## src/logic/dqt_pkg.sv

```systemverilog
// dqt_pkg: constants, layouts and states for the dq termination control block
// assumes: apb register access on pclk, 32-bit data, word-aligned offsets
`default_nettype none
package dqt_pkg;
  // ==========================================================
  // register map (byte addresses)
  localparam logic [7:0] DQT_MODE_OFS = 8'h00;
  localparam logic [7:0] DQT_CFG_OFS = 8'h04;
  localparam logic [7:0] DQT_CMD_OFS = 8'h08;
  localparam logic [7:0] DQT_STAT_OFS = 8'h0C;
  // mode register: termination code field
  localparam int DQT_CODE_LSB = 0;
  localparam int DQT_CODE_W = 3;
  localparam logic [2:0] DQT_CODE_OFF = 3'h0;
  localparam logic [2:0] DQT_CODE_MAX = 3'h6;
  // config register fields
  localparam int DQT_CFG_BIN_LSB = 0;
  localparam int DQT_CFG_SETB_BIT = 4;
  localparam int DQT_CFG_BL32_BIT = 5;
  localparam int DQT_CFG_PD_BIT = 8;
  localparam int DQT_CFG_SR_BIT = 9;
  localparam int DQT_CFG_WL_BIT = 10;
  localparam int DQT_CFG_W = 11;
  // command register fields (write only, one pulse per write)
  localparam int DQT_CMD_WR1_BIT = 0;
  localparam int DQT_CMD_MWR1_BIT = 1;
  localparam int DQT_CMD_FIFO_BIT = 2;
  localparam int DQT_CMD_CAS2_BIT = 3;
  // pin counts
  localparam int DQT_DQ_W = 16;
  localparam int DQT_DMI_W = 2;
  localparam int DQT_DQS_W = 2;
  // latency table, indexed by speed bin 0..7 (low bins undefined)
  localparam logic [2:0] DQT_BIN_FIRST = 3'h2;
  localparam logic [7:0] DQT_ON_A [8] = '{8'h00, 8'h00, 8'h00, 8'h04, 8'h04, 8'h06, 8'h06, 8'h08};
  localparam logic [7:0] DQT_ON_B [8] = '{8'h00, 8'h00, 8'h06, 8'h0C, 8'h0E, 8'h12, 8'h14, 8'h18};
  localparam logic [7:0] DQT_OFF_A [8] = '{8'h00, 8'h00, 8'h00, 8'h14, 8'h16, 8'h18, 8'h1A, 8'h1C};
  localparam logic [7:0] DQT_OFF_B [8] = '{8'h00, 8'h00, 8'h16, 8'h1C, 8'h20, 8'h24, 8'h28, 8'h2C};
  localparam logic [7:0] DQT_BL32_ADD = 8'h08;
  localparam logic [7:0] DQT_CNT_ONE = 8'h01;
  typedef enum logic [1:0]
  {
    DQT_IDLE = 2'b00,
    DQT_ARMED = 2'b01,
    DQT_WAIT = 2'b10,
    DQT_ON = 2'b11
  } dqt_state_t;
endpackage
`default_nettype wire

```

## src/logic/dqt_ctrl.sv

```systemverilog
// dqt_ctrl: on-die termination control for data, strobe and mask pins
// assumes: apb master on pclk; link clock and cke come from another domain
//
// Implementation choices: the APB interface to the registers and the placing of the registers.
`default_nettype none
// Functional notes
// - a termination code of 1 to 6 enables data-bus termination.
// - a zero code disables termination and it is never applied.
// - the non-zero code selects strength from 240 ohm (code 1) to 40 ohm (code 6).
// - with termination enabled, data pins stay high impedance outside a write burst.
// - a write-1, mask write-1 or write-fifo command arms termination automatically.
// - termination switches off once the burst write has completed.
// - turn-on latency is counted in link clocks from the second cas command.
// - turn-off latency is counted in link clocks from the second cas command.
// - latencies come from a table by speed bin and write-latency set; low bins are undefined.
// - a 32-beat burst adds 8 clocks to the turn-off latency.
// - power-down keeps termination off whatever the code.
// - in self refresh termination follows cke high with a code of 1 to 6, off when cke low.
// - write leveling with a code of 1 to 6 terminates the strobe pins continuously.
// - write leveling keeps data and mask pin termination off.
// - each data, strobe and mask pin has its own enable driven only by internal logic.
module dqt_ctrl
  import dqt_pkg::*;
(
  input wire logic pclk,
  input wire logic presetn,
  input wire logic psel,
  input wire logic penable,
  input wire logic pwrite,
  input wire logic [7:0] paddr,
  input wire logic [31:0] pwdata,
  output logic [31:0] prdata,
  output logic pready,
  output logic pslverr,
  input wire logic link_clk,
  input wire logic cke,
  output logic [DQT_DQ_W-1:0] dq_term_en,
  output logic [DQT_DMI_W-1:0] dmi_term_en,
  output logic [DQT_DQS_W-1:0] dqs_term_en,
  output logic [DQT_CODE_W-1:0] term_strength
);
  // ==========================================================
  // state
  typedef struct packed {
    logic [31:0] prdata;
    logic pready;
    logic pslverr;
    logic [DQT_CODE_W-1:0] code;
    logic [DQT_CFG_W-1:0] cfg;
    logic [1:0] lclk_sync;
    logic lclk_prev;
    logic [1:0] cke_sync;
    dqt_state_t state;
    logic [7:0] cnt;
    logic [7:0] on_lat;
    logic [7:0] off_lat;
    logic cas_err;
    logic [DQT_DQ_W-1:0] dq_en;
    logic [DQT_DMI_W-1:0] dmi_en;
    logic [DQT_DQS_W-1:0] dqs_en;
    logic [DQT_CODE_W-1:0] strength;
  } dqt_regs_t;
  dqt_regs_t r_ff;
  dqt_regs_t nxt_r;
  logic enabled_c;
  logic win_c;
  logic [DQT_DQ_W-1:0] nxt_dq_en;
  logic [DQT_DMI_W-1:0] nxt_dmi_en;
  logic [DQT_DQS_W-1:0] nxt_dqs_en;
  // ==========================================================
  // shared enable terms
  assign enabled_c = (r_ff.code != DQT_CODE_OFF) && (r_ff.code <= DQT_CODE_MAX);
  assign win_c = (r_ff.state == DQT_ON) && enabled_c;
  // ==========================================================
  // pin group enables
  dqt_pin_sel
  #(
    .WIDTH(DQT_DQ_W),
    .LEVEL_ON(1'b0)
  )
  u_dq_sel
  (
    .win(win_c),
    .enabled(enabled_c),
    .cke_hi(r_ff.cke_sync[1]),
    .sr_mode(r_ff.cfg[DQT_CFG_SR_BIT]),
    .wl_mode(r_ff.cfg[DQT_CFG_WL_BIT]),
    .pd_mode(r_ff.cfg[DQT_CFG_PD_BIT]),
    .en(nxt_dq_en)
  );
  dqt_pin_sel
  #(
    .WIDTH(DQT_DMI_W),
    .LEVEL_ON(1'b0)
  )
  u_dmi_sel
  (
    .win(win_c),
    .enabled(enabled_c),
    .cke_hi(r_ff.cke_sync[1]),
    .sr_mode(r_ff.cfg[DQT_CFG_SR_BIT]),
    .wl_mode(r_ff.cfg[DQT_CFG_WL_BIT]),
    .pd_mode(r_ff.cfg[DQT_CFG_PD_BIT]),
    .en(nxt_dmi_en)
  );
  dqt_pin_sel
  #(
    .WIDTH(DQT_DQS_W),
    .LEVEL_ON(1'b1)
  )
  u_dqs_sel
  (
    .win(win_c),
    .enabled(enabled_c),
    .cke_hi(r_ff.cke_sync[1]),
    .sr_mode(r_ff.cfg[DQT_CFG_SR_BIT]),
    .wl_mode(r_ff.cfg[DQT_CFG_WL_BIT]),
    .pd_mode(r_ff.cfg[DQT_CFG_PD_BIT]),
    .en(nxt_dqs_en)
  );
  // ==========================================================
  // next state
  always_comb
  begin
    logic wr;
    logic rd;
    logic cmd_wr;
    logic arm;
    logic cas2;
    logic edge_l;
    logic enabled;
    logic [7:0] cnt_inc;
    logic [2:0] bin;
    logic [7:0] on_l;
    logic [7:0] off_l;
    wr = 1'b0;
    rd = 1'b0;
    cmd_wr = 1'b0;
    arm = 1'b0;
    cas2 = 1'b0;
    edge_l = 1'b0;
    enabled = 1'b0;
    cnt_inc = 8'h00;
    bin = 3'h0;
    on_l = 8'h00;
    off_l = 8'h00;
    nxt_r = r_ff;
    // apb slave, one wait state: pready rises in the second access cycle
    nxt_r.pready = 1'b0;
    nxt_r.pslverr = 1'b0;
    if (psel && penable && !r_ff.pready)
    begin
      nxt_r.pready = 1'b1;
      wr = pwrite;
      rd = !pwrite;
      nxt_r.prdata = 32'h0000_0000;
      case (paddr)
        DQT_MODE_OFS:
        begin
          if (wr)
            nxt_r.code = pwdata[DQT_CODE_LSB +: DQT_CODE_W];
          else
            nxt_r.prdata[DQT_CODE_LSB +: DQT_CODE_W] = r_ff.code;
        end
        DQT_CFG_OFS:
        begin
          if (wr)
            nxt_r.cfg = pwdata[DQT_CFG_W-1:0];
          else
            nxt_r.prdata[DQT_CFG_W-1:0] = r_ff.cfg;
        end
        DQT_CMD_OFS:
        begin
          cmd_wr = wr;
        end
        DQT_STAT_OFS:
        begin
          if (wr)
            nxt_r.pslverr = 1'b1;
          else
            nxt_r.prdata = {20'h00000, r_ff.cas_err, r_ff.state, r_ff.cnt, r_ff.dqs_en[0]};
        end
        default:
        begin
          nxt_r.pslverr = 1'b1;
        end
      endcase
    end
    // command decode
    arm = cmd_wr && (pwdata[DQT_CMD_WR1_BIT] || pwdata[DQT_CMD_MWR1_BIT]
      || pwdata[DQT_CMD_FIFO_BIT]);
    cas2 = cmd_wr && pwdata[DQT_CMD_CAS2_BIT];
    // link clock and cke synchronisers, edge found after second stage
    nxt_r.lclk_sync = {r_ff.lclk_sync[0], link_clk};
    nxt_r.cke_sync = {r_ff.cke_sync[0], cke};
    nxt_r.lclk_prev = r_ff.lclk_sync[1];
    edge_l = r_ff.lclk_sync[1] && !r_ff.lclk_prev;
    // latency lookup
    bin = r_ff.cfg[DQT_CFG_BIN_LSB +: 3];
    on_l = r_ff.cfg[DQT_CFG_SETB_BIT] ? DQT_ON_B[bin] : DQT_ON_A[bin];
    off_l = r_ff.cfg[DQT_CFG_SETB_BIT] ? DQT_OFF_B[bin] : DQT_OFF_A[bin];
    if (r_ff.cfg[DQT_CFG_BL32_BIT])
      off_l = 8'(off_l + DQT_BL32_ADD);
    enabled = enabled_c;
    cnt_inc = 8'(r_ff.cnt + DQT_CNT_ONE);
    // burst window machine
    case (r_ff.state)
      DQT_IDLE:
      begin
        if (arm && enabled)
          nxt_r.state = DQT_ARMED;
      end
      DQT_ARMED:
      begin
        if (cas2)
        begin
          if (on_l == 8'h00)
          begin
            nxt_r.cas_err = 1'b1;
            nxt_r.state = DQT_IDLE;
          end
          else
          begin
            nxt_r.cas_err = 1'b0;
            nxt_r.on_lat = on_l;
            nxt_r.off_lat = off_l;
            nxt_r.cnt = 8'h00;
            nxt_r.state = DQT_WAIT;
          end
        end
      end
      DQT_WAIT:
      begin
        if (edge_l)
        begin
          nxt_r.cnt = cnt_inc;
          if (cnt_inc >= r_ff.on_lat)
            nxt_r.state = DQT_ON;
        end
      end
      DQT_ON:
      begin
        if (edge_l)
        begin
          nxt_r.cnt = cnt_inc;
          if (cnt_inc >= r_ff.off_lat)
            nxt_r.state = DQT_IDLE;
        end
      end
      default:
      begin
        nxt_r.state = DQT_IDLE;
      end
    endcase
    if (!enabled)
      nxt_r.state = DQT_IDLE;
    // pin enables, priority power-down > write leveling > self refresh > window
    nxt_r.dq_en = nxt_dq_en;
    nxt_r.dmi_en = nxt_dmi_en;
    nxt_r.dqs_en = nxt_dqs_en;
    nxt_r.strength = enabled ? r_ff.code : DQT_CODE_OFF;
  end
  // ==========================================================
  // registers
  always_ff @(posedge pclk or negedge presetn)
  begin
    if (!presetn)
      r_ff <= '0;
    else
      r_ff <= nxt_r;
  end
  assign prdata = r_ff.prdata;
  assign pready = r_ff.pready;
  assign pslverr = r_ff.pslverr;
  assign dq_term_en = r_ff.dq_en;
  assign dmi_term_en = r_ff.dmi_en;
  assign dqs_term_en = r_ff.dqs_en;
  assign term_strength = r_ff.strength;
endmodule

// ==========================================================
// enable select for one pin group
module dqt_pin_sel
#(
  parameter int WIDTH = 1,
  parameter bit LEVEL_ON = 1'b0
)
(
  input wire logic win,
  input wire logic enabled,
  input wire logic cke_hi,
  input wire logic sr_mode,
  input wire logic wl_mode,
  input wire logic pd_mode,
  output logic [WIDTH-1:0] en
);
  always_comb
  begin
    en = {WIDTH{win}};
    if (sr_mode)
      en = {WIDTH{enabled && cke_hi}};
    if (wl_mode)
      en = {WIDTH{LEVEL_ON && enabled}};
    if (pd_mode)
      en = '0;
  end
endmodule
`default_nettype wire

```

## config.mk

```make
export PLATFORM = sky130hd
export DESIGN_NAME = dqt_ctrl
export DESIGN_NICKNAME = d
export VERILOG_FILES = /design/src/logic/dqt_pkg.sv /design/src/logic/dqt_ctrl.sv
export SDC_FILE = /design/constraint.sdc
export NUM_CORES = 1
export LEC_CHECK = 0
export ABC_AREA = 1
export BUFFER_PORTS_ARGS = -buffer_cell sky130_fd_sc_hd__buf_4
export CAP_MARGIN = 40
export CORE_MARGIN = 2
export CORE_UTILIZATION = 35
export DETAILED_ROUTE_END_ITERATION = 16
export GPL_TIMING_DRIVEN = 0
export PLACE_DENSITY = 0.57
export SYNTH_ARGS = -nofsm -noshare
export SYNTH_HDL_FRONTEND = slang
export SYNTH_SLANG_ARGS = --single-unit
```

## constraint.sdc

```tcl
create_clock -name pclk -period 4.25 [get_ports pclk]
set_input_delay 0.85 -clock pclk [delete_from_list [all_inputs] [get_ports pclk]]
set_output_delay 0.85 -clock pclk [all_outputs]
set_load 0.02 [all_outputs]
```

Word-level counts from Yosys, hierarchy flattened --
Memories as Yosys holds them, arrays and structs flattened. Index checks and enable logic that the tools add are counted.
Cells by class: add/subtract/negate cells 2, order comparisons 4, equality and inequality tests 16, muxes and demuxes 47, bitwise logic cells 2, reductions and logical operators 25
Operator list (count):
- 8-bit 2-to-1 mux | 11
- 16-bit 2-to-1 mux | 4
- 11-bit 2-to-1 mux | 3
- 27-bit 2-to-1 mux | 1
- 24-bit 2-to-1 mux | 1
- 8-bit case mux with 3 select lines | 1
- 10-bit 2-to-1 mux | 2
- 2-bit 2-to-1 mux | 10
- 8-bit by 4-bit equality test with 1-bit output, second input constant | 2
- 8-bit greater-or-equal comparator | 2
- 8-bit logical NOT | 2
- 8-bit case mux with 2 select lines | 1
- 12-bit 2-to-1 mux | 1
- 3-bit 2-to-1 mux | 4
- 3-bit != test, second input constant | 4
- 1-bit logical AND | 9
- 3-bit case mux with 3 select lines | 1
- 3-bit AND reduction | 3
- 8-bit by 1-bit adder with 8-bit output, second input constant | 1
- 8-bit by 4-bit adder with 8-bit output, second input constant | 1
- 8-bit by 3-bit equality test with 1-bit output, second input constant | 1
- 2-bit case mux with 4 select lines | 1
- 2-bit != test, second input constant | 3
- 3-bit by 2-bit != test with 1-bit output, second input constant | 2
- other kinds (17) | 25
Storage, ports and cells: flip-flop bits (word level) 103, ROM bits 256, input bits 47, word-level logic and storage cells 117, memories 4
Memories:
- (name not given) | depth 8, bits a word 8, read ports 1, clocked after memory_dff 0, write ports 0, line dqt_ctrl.sv:201 | off_l = r_ff.cfg[DQT_CFG_SETB_BIT] ? DQT_OFF_B[bin] : DQT_OFF_A[bin];
- (name not given) | depth 8, bits a word 8, read ports 1, clocked after memory_dff 0, write ports 0, line dqt_ctrl.sv:201
- (name not given) | depth 8, bits a word 8, read ports 1, clocked after memory_dff 0, write ports 0, line dqt_ctrl.sv:200 | on_l = r_ff.cfg[DQT_CFG_SETB_BIT] ? DQT_ON_B[bin] : DQT_ON_A[bin];
- (name not given) | depth 8, bits a word 8, read ports 1, clocked after memory_dff 0, write ports 0, line dqt_ctrl.sv:200

Longest topological paths before layout --
Gate-level depths: netlist of run 1.
depth in word-level cells 11, mapped depth 19, mapped depth without buffers 19

Hierarchy --
Synthesis of run 1 repeated with hierarchy kept, for this count alone.
Unflattened totals: cells, all modules 485, area, all modules 4167.7 µm²
Modules (own cells, without submodules):
- dqt_ctrl | times used 1, cells each 448, area an instance 3941.3 µm², seq. area each 1926.8 µm²
- dqt_pin_sel at u_dq_sel | times used 1, cells each 22, area an instance 140.1 µm², seq. area each 0.0 µm²
- dqt_pin_sel at u_dqs_sel | times used 1, cells each 7, area an instance 51.3 µm², seq. area each 0.0 µm²
- dqt_pin_sel at u_dmi_sel | times used 1, cells each 8, area an instance 35.0 µm², seq. area each 0.0 µm²

Worst setup path before layout of run 1 --
Ideal clock, no wire load.
path type input port to flip-flop, start input paddr[7], end register r_ff[40] (netlist name), setup time 0.124 ns, data arrival time 1.918 ns, path slack 2.208 ns, stages on the path 11, path buffers 1, cell sequence nor2_1 -> nand3_1 -> nor2_1 -> nand3_1 -> nor2_2 -> inv_1 -> o21ai_2 -> o21ai_4 -> buf_8 -> nand2_2 -> o31ai_2
Between the ends: longest elaborated chain between the ends 6
Ends and longest elaborated chain:
- from (decl) | line dqt_ctrl.sv:30 | input wire logic [7:0] paddr,
- 8-bit by 4-bit equality test with 1-bit output | line dqt_ctrl.sv:157 | case (paddr)
- 1-bit 2-to-1 mux | line dqt_ctrl.sv:157
- 1-bit 2-to-1 mux | line dqt_ctrl.sv:151 | if (psel && penable && !r_ff.pready)
- 1-bit logical AND | line dqt_ctrl.sv:192 | cas2 = cmd_wr && pwdata[DQT_CMD_CAS2_BIT];
- 2-bit != test (no source line)
- 5-bit AND reduction (no source line)
- to (signal assigned) | line dqt_ctrl.sv:270 | r_ff <= nxt_r;
- to (decl) | line dqt_ctrl.sv:63 | dqt_regs_t r_ff;
No other way between the ends. A chain may end at the register's enable or synchronous reset.

Worst setup path after layout of run 1 --
start register r_ff[40] (netlist name), end register r_ff[49] (netlist name)
Between the ends: longest elaborated chain between the ends 4, elaborated cells on any way between the ends 6, classes of those cells add/sub: 1; order compare: 2; eq/ne: 2; reduce/logical: 1
Ends and longest elaborated chain:
- 8-bit by 1-bit adder with 8-bit output (*) | line dqt_ctrl.sv:205 | cnt_inc = 8'(r_ff.cnt + DQT_CNT_ONE);
- 8-bit greater-or-equal comparator, on equally long branches | line dqt_ctrl.sv:237, dqt_ctrl.sv:246
- 3-bit != test (no source line) / 3-bit by 2-bit != test with 1-bit output (equally long branches)
- 6-bit AND reduction (no source line) (*)
Mark *: on every way between the ends. The rest lies on a longest branch, timed or not.

==> impl_metrics.json, run 1 <==
{
  "diodes": 0,
  "layout_commonest_cell": "buf_4",
  "crit_fanout": 7,
  "track_usage": 0.155,
  "drive_above_1_share": 0.294,
  "syn_area_um2": 3610,
  "port_buffers": 62,
  "powerDensity_nw_per_um2": 248,
  "ys_warn_count": 0,
  "grt_pass1_vias": 2772,
  "clockRootBuffer": "clkbuf_8",
  "antenna_found_initial": 0,
  "syn_area_per_cell_um2": 7.99,
  "grt_pass1_wl_mm": 13.8,
  "gp_congestion": 0.870,
  "drv_slew": 0,
  "worstMarginPinSlew_ns": 0.757,
  "max-cap-violations": 0,
  "coreArea_um2": 10200,
  "ant_nets": 0,
  "syn-instance-count": 452,
  "skew_ns": 0.00696,
  "fmax_mhz": 426,
  "rows": 37,
  "crit_arrival_ns": 2.57,
  "htree_levels": 3,
  "cp.required_ns": 4.47,
  "min_period_over_period": 0.553,
  "grt_max_degree": 60,
  "status": "complete, no violations",
  "start_util": 0.355,
  "die-area_um2": 11100,
  "synth_cell_types": 35,
  "vdd_drop_max_v": 0.000170,
  "slew_headroom": 0.496,
  "cp-start-kind": "flip-flop",
  "postCtsHoldBufs": 0,
  "route.detailed.drc": 0,
  "post-dp-hpwl_mm": 6.23,
  "vias_per_cell": 4.36,
  "drt_pre_antenna_iters": 4,
  "p_leak_nw": 2.45,
  "wl_per_cell_um": 12.1,
  "io_pins": 104,
  "fin_tns_setup_ns": 0,
  "die_h_um": 106,
  "yosys_register_bits": 59,
  "final.min_clock_period_ns": 2.35,
  "cts_made_buffers": 9,
  "clk-insertion-delay-late_ns": 0.33,
  "rsz0062_at_grt": "no",
  "die_w_um": 106,
  "yosysSeqAreaShare": 0.409,
  "area_delta_synth_final_pct": 24.2,
  "path_clk_slew_ns": 0.07,
  "utilization": 0.440,
  "post_cts_resized": 0,
  "overflow": 0,
  "drt_iter0_drc": 123,
  "dr_total_vias": 2979,
  "final_cell_mix": "buf_4 (117), nand2_1 (102), dfrtp_1 (59), inv_1 (56), nor2_1 (33)",
  "clockBufferDepth": 2,
  "cts_num_sinks": 59,
  "setup_viol": 0,
  "crit_type": "reg2reg",
  "hold_depth": 0,
  "cts_setup_buffers": 0,
  "layout.nets": 607,
  "cts_tree": "built",
  "r2r_cells": 18,
  "routed_wl_mm": 8.27,
  "hold_path_class": "reg2reg",
  "hold_violations": 0,
  "end_kind": "flip-flop"
}
layer usage:
metal,track usage,routed length (um),vias to the layer above
li1,-,-,1550
met1,0.217,3940,1363
met2,0.247,3900,61
met3,0.0328,354,5
met4,0.0367,74,0
met5,0,0,-
cell usage after synthesis (all sizes together):
library cell	instances	area, um^2
conb	1	3.75
nor2	37	154
clkinv	1	3.75
dfrtp	59	1480
buf	59	455
nand3	34	180
nor3	3	15.0
xor2	4	35.0
o221ai	3	26.3
a21oi	16	80.1
o211ai	1	7.51
o31ai	2	20.0
o21ai	26	175
ha	16	200
nand2	107	414
o22ai	10	62.6
o21bai	2	18.8
xnor2	1	8.76
inv	59	221
a31oi	1	6.26
nand4	4	25.0
clkbuf	6	22.5
registers in the layout, indices dropped and copies added, names as in the netlist:
register / flops
pready: 1
pslverr: 1
dqs_term_en: 1
nxt_r: 3
prdata: 12
dmi_term_en: 1
term_strength: 3
r_ff: 37
path summary, 6_finish.rpt:
path	from	endpoint	slack, ns
worst max register to register	r_ff[40]	r_ff[49]	1.90
worst min-delay path	nxt_r[54]	nxt_r[52]	0.35
worst max-delay path	r_ff[40]	r_ff[49]	1.90
worst min register to register	nxt_r[54]	nxt_r[52]	0.35
max in group asynchronous	presetn	dqs_term_en[0]	3.16
min in group asynchronous	presetn	r_ff[27]	0.59
cell type report:
type                            count  area (um^2)
Tap cell                          136          170
Timing Repair Buffer               62          465
Clock buffer                       11          151
Sequential cell                    59         1480
Inverter                           60          225
Fill cell                        1059         5700
Clock inverter                      3         15.0
Buffer                             65          478
Multi-Input combinational cell    287         1500
cell families after synthesis:
family | after synthesis | share of synthesized area
buffers and inverters | 125 | 0.195
XOR/XNOR | 5 | 0.0121
flip-flops | 59 | 0.409
other | 1 | 0.00104
adder cells (fa/ha/maj) | 16 | 0.0554
AO/OA/AOI/OAI | 61 | 0.110
AND/OR/NAND/NOR | 185 | 0.218
metrics by stage:
step / instances / setup WS [ns] / total power [mW] / hold WS, ns / area (um^2)
final: 683 / 1.90 / 1.11 / 0.355 / 4490
after global routing: 683 / 1.59 / 1.16 / 0.359 / 4490
after floorplan: 471 / 2.21 / 0.634 / 0.331 / 3680
after CTS: 683 / 1.91 / 1.13 / 0.358 / 4490
after detailed placement: 669 / 1.88 / 0.674 / 0.343 / 4320
after global placement: 669 / 1.93 / 0.673 / 0.334 / 4320
where the power goes:
part / total, mW / leakage, nW / internal [mW] / switching, mW
Combinational: 0.0926 / 1.62 / 0.0364 / 0.0562
Clock: 0.448 / 0.0908 / 0.234 / 0.215
Sequential: 0.571 / 0.733 / 0.568 / 0.00336
Total: 1.11 / 2.45 / 0.838 / 0.274
critical path: stages, from the launching register on:
cell and delay, ns:
dfrtp_1 0.51, ha_1 0.23, nand2_1 0.09, o21ai_0 0.17
inv_1 0.10, ha_1 0.29, nand3_1 0.06, nor2_1 0.10
nor2_1 0.04, nand2_1 0.06, nand2_1 0.04, nand2_1 0.06
nand2_1 0.06, nand2_1 0.08, nand2_1 0.06, nand2_1 0.09
nand2_1 0.08, nand2_1 0.07, nand2_1 0.05
Note: power is estimated with default switching activity, not from simulation.
==> inputs of run 2 (changes only) <==
--- a/config.mk
+++ b/config.mk
@@ -5,14 +5,14 @@
 export SDC_FILE = /design/constraint.sdc
 export NUM_CORES = 1
 export LEC_CHECK = 0
-export ABC_AREA = 1
+export ABC_AREA = 0
 export BUFFER_PORTS_ARGS = -buffer_cell sky130_fd_sc_hd__buf_4
 export CAP_MARGIN = 40
 export CORE_MARGIN = 2
 export CORE_UTILIZATION = 35
 export DETAILED_ROUTE_END_ITERATION = 16
 export GPL_TIMING_DRIVEN = 0
-export PLACE_DENSITY = 0.57
+export PLACE_DENSITY = 0.59
 export SYNTH_ARGS = -nofsm -noshare
 export SYNTH_HDL_FRONTEND = slang
 export SYNTH_SLANG_ARGS = --single-unit
==> constraint.sdc (replaced) <==
create_clock -name pclk -period 2 [get_ports pclk]
set_input_delay 0.4 -clock pclk [delete_from_list [all_inputs] [get_ports pclk]]
set_output_delay 0.4 -clock pclk [all_outputs]
set_load 0.02 [all_outputs]
==> run 2 against run 1 <==
  * Via count down 0.67%
  * Non-clock buffer count increased by 27
  * Hold slack lost 0.23 ns
  * Sequential share of layout area down 3.9 points
  * Cell count is 8.5% lower
  * The flow now finishes with violations (negative setup slack)
  * Critical path type unchanged
  * Register-to-register slack worse by 2.3 ns
  * Routed wire length is 6.4% higher
  * Global-route usage rose by 0.53 points
  * Combinational power is 110% higher
==> impl_metrics.json, run 2 <==
{
  "clockRootBuffer": "clkbuf_8",
  "synth_top_cell_by_area": "dfrtp_1",
  "netlist.area_leader.share": 0.402,
  "crit_type": "reg2reg",
  "multi_input_area_um2": 2010,
  "worstMarginPinSlew_ns": 0.754,
  "gp_congestion": 0.915,
  "utilization": 0.498,
  "seqCellArea_um2": 1480,
  "crit_fanout": 4,
  "fill_cells": 962,
  "max-cap-violations": 0,
  "grt_pass1_wl_mm": 14.4,
  "layout.nets": 547,
  "synth_cell_types": 57,
  "die-area_um2": 11300,
  "yosysSeqAreaShare": 0.402,
  "largest_reg_flops": 37,
  "cts_tree": "built",
  "path_clk_slew_ns": 0.07,
  "crit_arrival_ns": 2.63,
  "slew_headroom": 0.497,
  "drt_pre_antenna_iters": 4,
  "synth.most_common_cell": "dfrtp_1",
  "post-dp-hpwl_mm": 6.20,
  "layout_commonest_cell": "buf_4",
  "synth_area_leaders": "dfrtp_1 (40%), buf_4 (11%), mux2_2 (6.1%), ha_1 (5.4%), nand2_1 (3.6%)",
  "setup_viol": 13,
  "postCtsHoldBufs": 0,
  "final.min_clock_period_ns": 2.39,
  "drv_slew": 0,
  "ys_warn_count": 0,
  "wl_per_cell_um": 14.1,
  "hold_path_class": "in2async",
  "coreArea_um2": 10300,
  "synth_edf_count": 0,
  "rows": 37,
  "vias_per_cell": 4.73,
  "area_delta_synth_final_pct": 39.2,
  "placed_cells_incl_taps": 586,
  "drive_above_1_share": 0.468,
  "start_util": 0.358,
  "grt_pass1_vias": 2929,
  "syn_area_per_cell_um2": 9.96,
  "min_period_over_period": 1.20,
  "fin_tns_setup_ns": -1.47,
  "track_usage": 0.160,
  "route.detailed.drc": 0,
  "ys.flop_type": "dfrtp_1",
  "vdd_drop_max_v": 0.000362,
  "cp-start-kind": "flip-flop",
  "die_w_um": 106,
  "violations": "negative setup slack",
  "ant_nets": 0,
  "status": "finished, violations left",
  "end_kind": "flip-flop",
  "htree_levels": 3,
  "fmax_mhz": 418,
  "rsz0062_at_grt": "yes",
  "io_pins": 104,
  "die_h_um": 106,
  "grt_max_degree": 60,
  "stdcell_area_um2": 5120,
  "p_leak_nw": 2.53,
  "placed_area_um2": 4430,
  "antenna_found_initial": 0,
  "finalNonFillerCells": 625,
  "clk-insertion-delay-late_ns": 0.34,
  "cts_num_sinks": 59,
  "port_buffers": 62,
  "largest-register": "r_ff",
  "powerDensity_nw_per_um2": 517,
  "routed_wl_mm": 8.79,
  "hold_violations": 0,
  "final_cell_mix": "buf_4 (138), dfrtp_1 (54), nand2_1 (34), inv_1 (20), conb_1 (20)",
  "dr_total_vias": 2959,
  "synth_commonest_cells": "dfrtp_1 (59), buf_4 (55), nand2_1 (35)",
  "holdWs_ns": 0.127,
  "setup_ws_ns": -0.395,
  "r2r_cells": 9,
  "syn-instance-count": 369,
  "drt_iter0_drc": 168,
  "skew_ns": 0.0134,
  "syn_area_um2": 3680,
  "async_flop_share": 1.00,
  "total_power_mw": 2.64,
  "cts_made_buffers": 9,
  "overflow": 0,
  "yosys_register_bits": 59,
  "dpl_worst_slack_ns": -0.698,
  "cp.required_ns": 2.24,
  "diodes": 0,
  "clockBufferDepth": 2
}
run 2: where the power goes:
| group | switching, mW | leakage [nW] | internal (mW) |
|---|---|---|---|
| clock | 0.499 | 0.108 | 0.735 |
| combinational | 0.112 | 1.68 | 0.0843 |
| sequential | 0.00928 | 0.738 | 1.20 |
run 2: final cells by class:
cell class                 count  share of cell area
inverter                      23              0.0174
clock buffer                  10              0.0269
timing repair buffer          86               0.128
buffer                        68              0.0951
clock inverter                 6              0.0174
tap                          136              0.0333
multi-input combinational    237               0.392
sequential                    59               0.290
run 2: final timing paths:
check                               start   endpoint  slack, ns
worst min register to register  nxt_r[54]  nxt_r[52]       0.36
max in group asynchronous         presetn   r_ff[40]       1.34
worst max-delay path             r_ff[40]   r_ff[48]      -0.39
worst min-delay path              presetn   r_ff[42]       0.13
min in group pclk                link_clk  nxt_r[54]       0.17
worst max register to register   r_ff[40]   r_ff[48]      -0.39
run 2: repair_timing:
action,CTS,global route
resized for setup,25,27
buffers inserted,17,7
pin swaps,6,9
endpoints found under the setup margin,21,21
run 2: per-layer routing:
metal | share of wire | track usage
met2 | 0.48 | 0.261
met4 | 0.011 | 0.0464
met5 | 0 | 0
met3 | 0.068 | 0.0490
met1 | 0.44 | 0.206
run 2: cells by family (layout without fill, tap and decap cells):
logic type	count (synthesis)	in the layout	share of synthesized area
buf+inv	92	193	0.155
xor+xnor	8	8	0.0191
other cells	1	20	0.00102
mux	34	34	0.107
fa+ha+maj	16	16	0.0545
flops	59	59	0.402
compound gates	66	66	0.125
simple gates	93	93	0.137
run 2: critical path: stages, from the launching register on:
cell and delay [ns]:
dfrtp_2 0.43, ha_4 0.21, nand2_2 0.06, or3_4 0.40, xnor2_4 0.19, ha_4 0.23
o21ai_2 0.04, a31oi_1 0.05, or3_4 0.40, a2111oi_4 0.28
==> inputs of run 3 (changes only) <==
==> constraint.sdc (replaced) <==
create_clock -name pclk -period 1.95 [get_ports pclk]
set_input_delay 0.39 -clock pclk [delete_from_list [all_inputs] [get_ports pclk]]
set_output_delay 0.39 -clock pclk [all_outputs]
set_load 0.02 [all_outputs]
==> run 3 against run 2 <==
  * Register-to-register slack got worse by 0.10 ns
  * Die area is the same
  * First-iteration DRC count shrank 34%
  * Routed wire length down 6.2%
  * Final area down 4.0%
  * Critical path depth unchanged
  * Largest cell class unchanged
  * The run still ends with negative setup slack left
==> impl_metrics.json, run 3 (synthesis gave the netlist of run 2 again) <==
{
  "end_kind": "flip-flop",
  "crit_arrival_ns": 2.67,
  "internal_power_mw": 1.81,
  "stdcell_area_um2": 4910,
  "drt_pre_antenna_iters": 4,
  "slew_headroom": 0.483,
  "p_clk_frac": 0.396,
  "routed_wl_mm": 8.25,
  "route.detailed.drc": 0,
  "postCtsHoldBufs": 0,
  "setup_ws_ns": -0.496,
  "start_util": 0.358,
  "vdd_drop_max_v": 0.000320,
  "ant_nets": 0,
  "drv_slew": 0,
  "dr_total_vias": 2847,
  "antenna_found_initial": 0,
  "p_leak_nw": 2.47,
  "cts_tree": "built",
  "total_power_mw": 2.39,
  "vias_per_cell": 4.61,
  "overflow": 0,
  "cts_num_sinks": 59,
  "skew_ns": 0.00937,
  "grt_max_degree": 60,
  "largest_reg_flops": 37,
  "final_cell_mix": "buf_4 (133), dfrtp_1 (55), nand2_1 (34), inv_1 (20), conb_1 (20)",
  "crit_type": "reg2reg",
  "min_period_over_period": 1.25,
  "io_pins": 104,
  "grt_pass1_vias": 2811,
  "die_h_um": 106,
  "drt_iter0_drc": 111,
  "fill_cells": 1003,
  "hold_violations": 0,
  "die-area_um2": 11300,
  "grt_pass1_wl_mm": 13.9,
  "rows": 37,
  "diodes": 0,
  "cts_made_buffers": 9,
  "final.min_clock_period_ns": 2.45,
  "clk-insertion-delay-late_ns": 0.33,
  "r2r_slack_ns": -0.50,
  "cp.required_ns": 2.18,
  "worstMarginPinSlew_ns": 0.775,
  "port_buffers": 62,
  "setup_viol": 14,
  "post-dp-hpwl_mm": 6.20,
  "hold_path_class": "in2async",
  "die_w_um": 106,
  "track_usage": 0.156,
  "clockRootBuffer": "clkbuf_8",
  "wl_per_cell_um": 13.3,
  "holdWs_ns": 0.125,
  "violations": "negative setup slack",
  "powerDensity_nw_per_um2": 488,
  "fmax_mhz": 409,
  "cp-start-kind": "flip-flop",
  "swShare": 0.243,
  "coreArea_um2": 10300,
  "utilization": 0.478,
  "status": "finished, violations left",
  "clockBufferDepth": 2,
  "largest-register": "r_ff",
  "max-cap-violations": 0,
  "crit_fanout": 4,
  "r2r_cells": 9,
  "area_delta_synth_final_pct": 33.6,
  "htree_levels": 3,
  "drive_above_1_share": 0.442,
  "layout.nets": 540,
  "path_clk_slew_ns": 0.07,
  "rsz0062_at_grt": "yes",
  "layout_commonest_cell": "buf_4",
  "placed_area_um2": 4460,
  "combPwrFrac": 0.084,
  "gp_congestion": 0.838,
  "power_frac_seq": 0.520,
  "p_switching_uw": 581,
  "dpl_worst_slack_ns": -0.722
}
## run 3: path summary, 6_finish.rpt
check / startpoint / end
worst max-delay path: r_ff[40] / r_ff[48]
worst max register to register: r_ff[40] / r_ff[48]
min in group pclk: cke / nxt_r[51]
max in group asynchronous: presetn / r_ff[40]
worst min-delay path: presetn / r_ff[42]
worst min register to register: nxt_r[54] / nxt_r[52]
## run 3: per-stage QoR
stage	TNS, ns	cells
2_1_floorplan	-1.30	388
3_3_place_gp	-11.46	586
3_5_place_dp	-12.57	586
4_1_cts	-1.66	619
5_1_grt	-2.60	618
6_report	-1.52	618
## run 3: repair_timing
| item | CTS | global route |
|---|---|---|
| buffers inserted | 19 | 0 |
| endpoints found under the setup margin | 21 | 22 |
| pin swaps | 12 | 5 |
| resized for setup | 20 | 11 |
## run 3: cell type report
cell class / instances / area (um^2) / share of cell area
clock buffers: 13 / 149 / 0.0303
inverters: 23 / 88.8 / 0.0181
flip-flops and latches: 59 / 1480 / 0.302
well taps: 136 / 170 / 0.0346
repair buffers: 80 / 608 / 0.124
plain buffers: 67 / 482 / 0.0981
clock inverters: 3 / 15.0 / 0.00306
multi-input cells: 237 / 1920 / 0.390
## run 3: power groups by stage
stage / combinational [mW] / sequential [mW] / clock [mW]
2_1_floorplan: 0.110 / 1.27 / 0
3_3_place_gp: 0.196 / 1.27 / 0
3_5_place_dp: 0.199 / 1.27 / 0
4_1_cts: 0.203 / 1.25 / 0.988
5_1_grt: 0.222 / 1.25 / 1.05
6_report: 0.201 / 1.25 / 0.948
## run 3: routing by layer
metal  wire length (um)  up-vias  track usage
li1                   -     1426            -
met1               3720     1329        0.205
met2               3900       82        0.259
met3                535       10       0.0300
met4                 91        0       0.0501
met5                  0        -            0
## run 3: critical path, cell delays in order (launching register included)
cell and delay, ns:
dfrtp_2 0.44, ha_4 0.22, nand2_2 0.06, or3_4 0.37
xnor2_2 0.15, ha_1 0.28, o21ai_1 0.07, a31oi_1 0.05
or3_4 0.40, a2111oi_4 0.29
